File: config.mk
export PLATFORM = sky130hd
export DESIGN_NAME = pcmu_top
export DESIGN_NICKNAME = d
export VERILOG_FILES = /design/src/hdl/pcmu_pkg.sv /design/src/hdl/pcmu_mul_if.sv /design/src/hdl/pcmu_mul.sv /design/src/hdl/pcmu_top.sv
export VERILOG_INCLUDE_DIRS = /design/src /design/src/hdl
export SDC_FILE = /design/constraint.sdc
export NUM_CORES = 2
export LEC_CHECK = 0
export ABC_CLOCK_PERIOD_IN_PS = 12560
export BUFFER_PORTS_ARGS = -buffer_cell sky130_fd_sc_hd__buf_2
export CAP_MARGIN = 20
export CORE_MARGIN = 3
export CORE_UTILIZATION = 47
export DETAILED_ROUTE_END_ITERATION = 8
export PLACE_DENSITY = 0.74
export SLEW_MARGIN = 20
export SYNTH_ARGS = -nofsm -noshare
export SYNTH_HDL_FRONTEND = slang
export SYNTH_SLANG_ARGS = --single-unit
File: constraint.sdc
create_clock -name core_clk_in -period 12.56 [get_ports core_clk_in]
set_input_delay 0.628 -clock core_clk_in [delete_from_list [all_inputs] [get_ports core_clk_in]]
set_output_delay 0.628 -clock core_clk_in [all_outputs]
set_load 0.005 [all_outputs]
File: src/hdl/pcmu_map.svh
// constants of the packed compare and multiply unit
// assumes opcodes arrive as the two-byte escape form with the escape byte first
`ifndef PCMU_MAP_SVH
`define PCMU_MAP_SVH
`define PCMU_OPC_WORD_EQ 16'h0f75
`define PCMU_OPC_BYTE_GT 16'h0f64
`define PCMU_OPC_DWORD_GT 16'h0f66
`define PCMU_OPC_WORD_GT 16'h0f65
`define PCMU_OPC_MADD 16'h0ff5
`define PCMU_OPC_MUL_HI 16'h0fe5
`define PCMU_OPC_MUL_LO 16'h0fd5
`define PCMU_MOD_REG 2'h3
`define PCMU_MOD_MSB 7
`define PCMU_MOD_LSB 6
`define PCMU_REG_MSB 5
`define PCMU_REG_LSB 3
`define PCMU_LAT_FAST 1
`define PCMU_LAT_MUL 2
`define PCMU_RESULT_RST 64'h0000_0000_0000_0000
`endif

File: src/hdl/pcmu_pkg.sv
// types shared by the packed compare and multiply unit
// assumes nothing beyond a systemverilog compiler
package pcmu_pkg;
  typedef enum logic [2:0] {
    PCMU_OP_NONE = 3'b000,
    PCMU_OP_WORD_EQ = 3'b001,
    PCMU_OP_BYTE_GT = 3'b010,
    PCMU_OP_DWORD_GT = 3'b011,
    PCMU_OP_WORD_GT = 3'b100,
    PCMU_OP_MADD = 3'b101,
    PCMU_OP_MUL_HI = 3'b110,
    PCMU_OP_MUL_LO = 3'b111
  } pcmu_op_t;
  typedef logic [63:0] pcmu_vec_t;
  typedef logic [2:0] pcmu_idx_t;
endpackage

File: src/hdl/pcmu_mul_if.sv
// carrier between the unit's issue logic and its multiply pipeline
// assumes one clock shared by both ends
`timescale 1ns/1ps
interface pcmu_mul_if;
  import pcmu_pkg::*;
  logic issue;
  pcmu_op_t op;
  pcmu_vec_t a;
  pcmu_vec_t b;
  pcmu_idx_t idx;
  logic done;
  pcmu_vec_t result;
  pcmu_idx_t done_idx;
  modport issuer (output issue, output op, output a, output b, output idx,
    input done, input result, input done_idx);
  modport unit (input issue, input op, input a, input b, input idx,
    output done, output result, output done_idx);
endinterface

File: src/hdl/pcmu_mul.sv
// two-stage signed word multiply pipeline: products, then selection or pair sum
// assumes the issuer presents one operation per cycle at most
`timescale 1ns/1ps
`include "pcmu_map.svh"
module pcmu_mul (
  // clock and reset
  input wire logic core_clk_in,
  input wire logic rstn_in,
  // issue and result carrier
  pcmu_mul_if.unit mul
);
  import pcmu_pkg::*;

  logic [31:0] prod [4];
  logic stage1_valid;
  pcmu_op_t stage1_op;
  pcmu_idx_t stage1_idx;
  logic done;
  pcmu_vec_t result;
  pcmu_idx_t done_idx;
  pcmu_vec_t next_result;
  wire [31:0] madd_lo = prod[0] + prod[1];
  wire [31:0] madd_hi = prod[2] + prod[3];
  // both pair sums side by side so every word lane selects in range
  wire [63:0] madd_all = {madd_hi, madd_lo};

  // stage one: four signed 16x16 products
  genvar g;
  generate
    for (g = 0; g < 4; g++) begin : g_prod
      wire signed [15:0] wa = mul.a[16*g +: 16];
      wire signed [15:0] wb = mul.b[16*g +: 16];
      wire signed [31:0] p = wa * wb;
      always_ff @(posedge core_clk_in) begin
        if (!rstn_in) begin
          prod[g] <= 32'h0000_0000;
        end else if (mul.issue) begin
          prod[g] <= p;
        end
      end
      assign next_result[16*g +: 16] =
        (stage1_op == PCMU_OP_MUL_HI) ? prod[g][31:16] :
        (stage1_op == PCMU_OP_MUL_LO) ? prod[g][15:0] :
        madd_all[16*g +: 16];
    end
  endgenerate

  always_ff @(posedge core_clk_in) begin
    if (!rstn_in) begin
      stage1_valid <= 1'b0;
      stage1_op <= PCMU_OP_NONE;
      stage1_idx <= 3'h0;
    end else begin
      stage1_valid <= mul.issue;
      stage1_op <= mul.op;
      stage1_idx <= mul.idx;
    end
  end

  // stage two: one result per cycle, two cycles after issue
  always_ff @(posedge core_clk_in) begin
    if (!rstn_in) begin
      done <= 1'b0;
      result <= `PCMU_RESULT_RST;
      done_idx <= 3'h0;
    end else begin
      done <= stage1_valid;
      if (stage1_valid) begin
        result <= next_result;
        done_idx <= stage1_idx;
      end
    end
  end

  assign mul.done = done;
  assign mul.result = result;
  assign mul.done_idx = done_idx;
endmodule // pcmu_mul

File: src/hdl/pcmu_top.sv
// packed compare and multiply execution unit of the core
// assumes decode presents opcode, mod/reg/rm byte and both operands in one cycle
//
// Summary of operation
// - word equal compare: lanes all ones or zero
// - byte greater compare: lanes all ones or zero
// - dword greater compare: lanes all ones or zero
// - word greater compare: lanes all ones or zero
// - multiply-add words into dwords, two clocks
// - multiply keeps upper product halves, two clocks
// - multiply keeps lower product halves, two clocks
// - mod 11 takes register, otherwise memory source
`timescale 1ns/1ps
`include "pcmu_map.svh"
module pcmu_top (
  // clock and reset
  input wire logic core_clk_in,
  input wire logic rstn_in,
  // issue from decode and operand fetch
  input wire logic issue_valid_in,
  input wire logic [15:0] opcode_in,
  input wire logic [7:0] modrm_in,
  input wire pcmu_pkg::pcmu_vec_t destination_vector_reg_in,
  input wire pcmu_pkg::pcmu_vec_t source_vector_reg_in,
  input wire pcmu_pkg::pcmu_vec_t memory_operand_in,
  // one-clock compare results
  output logic fast_valid_out,
  output pcmu_pkg::pcmu_vec_t fast_result_out,
  output pcmu_pkg::pcmu_idx_t fast_dest_out,
  // two-clock multiply results
  output logic mul_valid_out,
  output pcmu_pkg::pcmu_vec_t mul_result_out,
  output pcmu_pkg::pcmu_idx_t mul_dest_out,
  // opcode outside this group
  output logic unsupported_out
);
  import pcmu_pkg::*;

  function automatic pcmu_op_t decode_op(input logic [15:0] opc);
    case (opc)
      `PCMU_OPC_WORD_EQ: decode_op = PCMU_OP_WORD_EQ;
      `PCMU_OPC_BYTE_GT: decode_op = PCMU_OP_BYTE_GT;
      `PCMU_OPC_DWORD_GT: decode_op = PCMU_OP_DWORD_GT;
      `PCMU_OPC_WORD_GT: decode_op = PCMU_OP_WORD_GT;
      `PCMU_OPC_MADD: decode_op = PCMU_OP_MADD;
      `PCMU_OPC_MUL_HI: decode_op = PCMU_OP_MUL_HI;
      `PCMU_OPC_MUL_LO: decode_op = PCMU_OP_MUL_LO;
      default: decode_op = PCMU_OP_NONE;
    endcase
  endfunction

  pcmu_mul_if mul_bus ();

  wire pcmu_op_t op = decode_op(opcode_in);
  wire is_reg_form = modrm_in[`PCMU_MOD_MSB:`PCMU_MOD_LSB] == `PCMU_MOD_REG;
  // the register field names the destination in both forms
  wire pcmu_idx_t dest_idx = modrm_in[`PCMU_REG_MSB:`PCMU_REG_LSB];
  wire pcmu_vec_t src = is_reg_form ? source_vector_reg_in : memory_operand_in;
  wire pcmu_vec_t dst = destination_vector_reg_in;
  wire is_mul = op == PCMU_OP_MADD || op == PCMU_OP_MUL_HI || op == PCMU_OP_MUL_LO;
  wire is_fast = op == PCMU_OP_WORD_EQ || op == PCMU_OP_BYTE_GT ||
    op == PCMU_OP_DWORD_GT || op == PCMU_OP_WORD_GT;

  pcmu_vec_t packed_word_equal_compare;
  pcmu_vec_t packed_byte_greater_compare;
  pcmu_vec_t packed_dword_greater_compare;
  pcmu_vec_t packed_word_greater_compare;

  // lane compares; destination lane is the left operand of greater-than
  genvar g;
  generate
    for (g = 0; g < 8; g++) begin : g_byte
      assign packed_byte_greater_compare[8*g +: 8] =
        {8{$signed(dst[8*g +: 8]) > $signed(src[8*g +: 8])}};
    end
    for (g = 0; g < 4; g++) begin : g_word
      assign packed_word_equal_compare[16*g +: 16] =
        {16{dst[16*g +: 16] == src[16*g +: 16]}};
      assign packed_word_greater_compare[16*g +: 16] =
        {16{$signed(dst[16*g +: 16]) > $signed(src[16*g +: 16])}};
    end
    for (g = 0; g < 2; g++) begin : g_dword
      assign packed_dword_greater_compare[32*g +: 32] =
        {32{$signed(dst[32*g +: 32]) > $signed(src[32*g +: 32])}};
    end
  endgenerate

  pcmu_vec_t next_fast_result;
  always_comb begin
    case (op)
      PCMU_OP_WORD_EQ: next_fast_result = packed_word_equal_compare;
      PCMU_OP_BYTE_GT: next_fast_result = packed_byte_greater_compare;
      PCMU_OP_DWORD_GT: next_fast_result = packed_dword_greater_compare;
      PCMU_OP_WORD_GT: next_fast_result = packed_word_greater_compare;
      default: next_fast_result = `PCMU_RESULT_RST;
    endcase
  end

  // one compare per clock, result in the following cycle
  always_ff @(posedge core_clk_in) begin
    if (!rstn_in) begin
      fast_valid_out <= 1'b0;
      unsupported_out <= 1'b0;
    end else begin
      fast_valid_out <= issue_valid_in && is_fast;
      unsupported_out <= issue_valid_in && op == PCMU_OP_NONE;
    end
  end

  // data held between results so the writeback port stays quiet
  always_ff @(posedge core_clk_in) begin
    if (!rstn_in) begin
      fast_result_out <= `PCMU_RESULT_RST;
      fast_dest_out <= 3'h0;
    end else if (issue_valid_in && is_fast) begin
      fast_result_out <= next_fast_result;
      fast_dest_out <= dest_idx;
    end
  end

  // multiplies go to their own port: a compare issued right after one
  // would otherwise collide with it at writeback
  assign mul_bus.issue = issue_valid_in && is_mul;
  assign mul_bus.op = op;
  assign mul_bus.a = dst;
  assign mul_bus.b = src;
  assign mul_bus.idx = dest_idx;

  pcmu_mul u_mul (
    .core_clk_in(core_clk_in),
    .rstn_in(rstn_in),
    .mul(mul_bus.unit)
  );

  // these come straight from the pipeline's last flip-flops
  assign mul_valid_out = mul_bus.done;
  assign mul_result_out = mul_bus.result;
  assign mul_dest_out = mul_bus.done_idx;
endmodule // pcmu_top

# == Word level (Yosys, flattened, before mapping) ==
# Memory sizes are Yosys's and may differ from the RTL's.
# Index checks and enable logic that the tools add are counted.
# classes
n_addsub,2
mul,4
order_cmp,14
eq_ne,21
mux,19
bitwise_logic,4
n_reduce_logical,9
# ops
operator,count
$pmux W64 S4,1
$mul A16 B16 Y32,4
$mux W16,8
$mux W32,4
$eq A16 B12 Y1 const B,7
$add A32 B32 Y32,2
$eq A16 B16 Y1,4
$gt A16 B16 Y1,4
$gt A32 B32 Y1,2
$gt A8 B8 Y1,8
$mux W64,1
$pmux W3 S7,1
$eq A3 B3 Y1 const B,6
$eq A3 B2 Y1 const B,2
$logic_or A1 B1 Y1,5
$mux W1,4
$or A1 B1 Y1,4
$eq A3 B1 Y1 const B,1
$logic_and A1 B1 Y1,3
$logic_not A3 Y1,1
$eq A2 B2 Y1 const B,1
# word_totals
reg_bits,144
mem_bits_rw,128
output_inout_bits,137
mem_count,1
# mem_list
name,words,width,rd,rd_ports_with_merged_regs,write_ports,line_no,text
u_mul.prod,4,32,4,0,4,pcmu_mul.sv:14,logic [31:0] prod [4];

# == Longest topological paths before layout ==
# logic_depth
depth_word,10
ltp_mapped,28

# == Modules after synthesis ==
# Synthesis repeated with hierarchy kept, for this count alone.
# hier_totals
hier_cells,5946
area_unflattened_um2,54494.8
# by_module_without_submodules
module,instances,cells_per_inst,area_each_um2
pcmu_mul,1,5394,50314.5
pcmu_top,1,552,4180.3

# == Least setup slack after synthesis ==
# Ideal clock, no wire load.
# synth_path
path_type,input -> register
from,input port modrm_in[6]
to,"memory u_mul.prod[3][30], data pin"
arrival_time_ns,7.343
t_required_ns,12.294
slack_ns,4.951
stages,25
n_path_buf,2
cell_sequence,nand2_1 -> clkbuf_1 -> clkbuf_1 -> mux2_2 -> and2_1 -> fa_1 -> inv_1 -> fa_1 -> inv_1 -> fa_1 -> fa_1 -> fa_1 -> inv_1 -> fa_1 -> inv_1 -> ha_1 -> a21o_1 -> a21oi_1 -> o21ai_0 -> a2111oi_0 -> nor2_1 -> a311oi_1 -> a21oi_1 -> xnor2_1 -> nor2_1
# synth_rtl
element,line_no,text
start: declaration,pcmu_top.sv:22,"input wire logic [7:0] modrm_in,"
end: declaration,pcmu_mul.sv:14,

==> results.sh <==
export IMPL_post_route_period_util_pct=64.3
export IMPL_via_per_inst=5.43
export IMPL_hold_path_class="in2reg"
export IMPL_end_kind="flop"
export IMPL_core_area_um2=115000
export IMPL_netlist_area_um2=54700
export IMPL_die_area_um2=120000
export IMPL_ys_types=100
export IMPL_syn_area_per_cell_um2=9.12
export IMPL_seq_area_frac_synth_pct=10.3
export IMPL_ios=356
export IMPL_cts_root_buf="clkbuf_16"
export IMPL_cts_setup_buffers=0
export IMPL_tritoncts="built"
export IMPL_drv_cap=0
export IMPL_crit_start="modrm_in[6]"
export IMPL_fin_ws_ns=4.48
export IMPL_grt_total_usage_pct=25.5
export IMPL_synth_ff_type="edfxtp_1"
export IMPL_critPathRequiredTime_ns=12.83
export IMPL_cts_sinks=216
export IMPL_initial_core_util_pct=47.6
export IMPL_r2r_cells=12
export IMPL_cts_hold_buf=0
export IMPL_cts_resized=0
export IMPL_cts_buffers_inserted=23
export IMPL_reg2reg_from="u_mul.prod[3][0]"
export IMPL_outcome="completed"
export IMPL_timing_critical_path_from_type="input pin"
export IMPL_netlist_instances=5997
export IMPL_clock_latency_ns=0.56
export IMPL_cts_clk_slew_worst_paths_ns=0.06
export IMPL_drtIter0Drc=3198
export IMPL_drtPass1Iterations=6
export IMPL_die_h_um=347
export IMPL_synth_most_common_cell="inv_1"
export IMPL_hpwl_um=126000
export IMPL_setup_violations=0
export IMPL_grt_antenna_before_repair=9
export IMPL_synth_area_leaders="fa_1 38%, ha_1 12%, inv_1 9.1%, edfxtp_1 7.0%, nand2_1 3.9%"
export IMPL_fin_area_um2=58100
export IMPL_port_buffers=352
export IMPL_clockBufferDepth=3
export IMPL_n_fill_cell=10681
export IMPL_yosysTopAreaCellShare_pct=38.5
export IMPL_place_gp_congestion=0.963
export IMPL_drcViolationCount=0
export IMPL_slew_headroom_pct=30.1
export IMPL_drv_slew=0
export IMPL_min_delay_path_depth=2
export IMPL_path_max_fanout=33
export IMPL_wirelength_um=153000
export IMPL_cp_slowest_cell="a2111oi_0"
export IMPL_avgRoutedWirePerCell_um=19.9
export IMPL_async_reset_ff_share_pct=0
export IMPL_worstHoldStart="modrm_in[3]"
export IMPL_hold_slack_ns=0.302
export IMPL_tightestPinTransition_ns=1.02
export IMPL_grt_setup_unrepaired="no"
export IMPL_die_w_um=347
export IMPL_cts_max_level=1
export IMPL_crit_type="in2reg"
export IMPL_num_vias=41747
export IMPL_drive_gt1_share_pct=8.58
export IMPL_synth_warnings=0
export IMPL_min_period_ns=8.08
export IMPL_setup_tns_ns=0
export IMPL_final_hold_viol_count=0
export IMPL_cpPeakStageDelay_ns=0.91
export IMPL_ant_nets=0
export IMPL_syn2layout_area_growth_pct=6.35
export IMPL_place_area_um2=57400
export IMPL_ys_ff_latch=216
export IMPL_cp_arrival_ns=8.34
export IMPL_nets=7941
export IMPL_place_ws_ns=3.93
export IMPL_rows=124
export IMPL_synth_top_cell_by_area="fa_1"
export IMPL_synth_edf_count=128
export IMPL_grt_pass1_wl_um=242000
export IMPL_gr_total_overflow=0
export IMPL_fin_skew_ns=0.0245
export IMPL_first_global_vias=44202
export IMPL_synth_nets=7790
export IMPL_grt_max_degree=75
export IMPL_fmax_mhz=124
export IMPL_synth_common_cells="1,325 x inv_1, 1,050 x fa_1, 562 x nand2_1"
==> per-layer routing <==
metal / part of all wire [%] / track usage (%)
met4: 3.5 / 7.95
met5: 0.014 / 0
met2: 47 / 42.4
met3: 7.7 / 4.24
met1: 42 / 34.1
==> kinds of logic after synthesis <==
group,synth area share [%]
and+or+nand+nor,14.0
xor gates and xnor gates,3.06
buffers and inverters,11.3
adders and majority gates,50.4
AOI/OAI and AO/OA,8.18
DFF,10.3
muxes,2.79
==> final timing paths <==
path                                             end  slack (ns)
worst max-delay path               u_mul.prod[3][30]        4.48
worst max register to register  u_mul.mul.result[60]        9.06
worst min-delay path             u_mul.stage1_idx[0]        0.30
worst min register to register  u_mul.mul.result[13]        0.45
==> layout by cell type (no fill, tap or decap), types with 27 or more instances in the layout <==
| master | instances |
|---|---|
| a211oi_1 | 53 |
| a21oi_1 | 219 |
| nand3_1 | 46 |
| xnor2_1 | 118 |
| ha_1 | 524 |
| nand2_1 | 559 |
| edfxtp_1 | 128 |
| nor3_1 | 39 |
| o21bai_1 | 27 |
| and2_1 | 334 |
| inv_1 | 1325 |
| xor2_1 | 73 |
| buf_2 | 352 |
| mux2_2 | 58 |
| mux2i_1 | 85 |
| o21ai_0 | 138 |
| nor2_1 | 382 |
| a21o_1 | 65 |
| nor2b_1 | 97 |
| dfxtp_1 | 86 |
| fa_1 | 1050 |
| nand2b_1 | 29 |
==> flip-flops by register name (all words and copies together), names as in the netlist <==
signal,flops
fast_valid_out,1
u_mul.mul.done_idx,3
u_mul.stage1_valid,1
fast_result_out,8
u_mul.mul.done,1
u_mul.prod,128
u_mul.stage1_op,3
fast_dest_out,3
u_mul.stage1_idx,3
u_mul.mul.result,64
unsupported_out,1
==> per-stage QoR <==
stage,std cells,util (%)
6_report,7682,50.6
5_1_grt,7678,50.6
4_1_cts,7677,50.6
3_5_place_dp,7635,50.0
3_3_place_gp,7635,50.0
2_1_floorplan,5997,-
==> layout make-up <==
type	instances	area (um^2)	share of cell area, %
Multi-Input combinational cell	4201	42900	73.8
Sequential cell	216	5610	9.65
Inverter	1330	4990	8.59
Timing Repair Buffer	376	1940	3.34
Tap cell	1512	1890	3.25
Clock buffer	29	608	1.05
Clock inverter	13	169	0.291
Antenna cell	5	12.5	0.0215
==> critical path: cells and delay by family <==
kind / cells / cell delay (ns)
XOR/XNOR: 1 / 0.15
AO/OA/AOI/OAI: 6 / 2.16
adder cells (fa/ha/maj): 8 / 3.53
buffers and inverters: 7 / 0.44
AND/OR/NAND/NOR: 3 / 0.75
multiplexers: 1 / 0.60
Power is not shown: default switching activity piles up to over one toggle a cycle in this logic, so the estimate is an artifact.
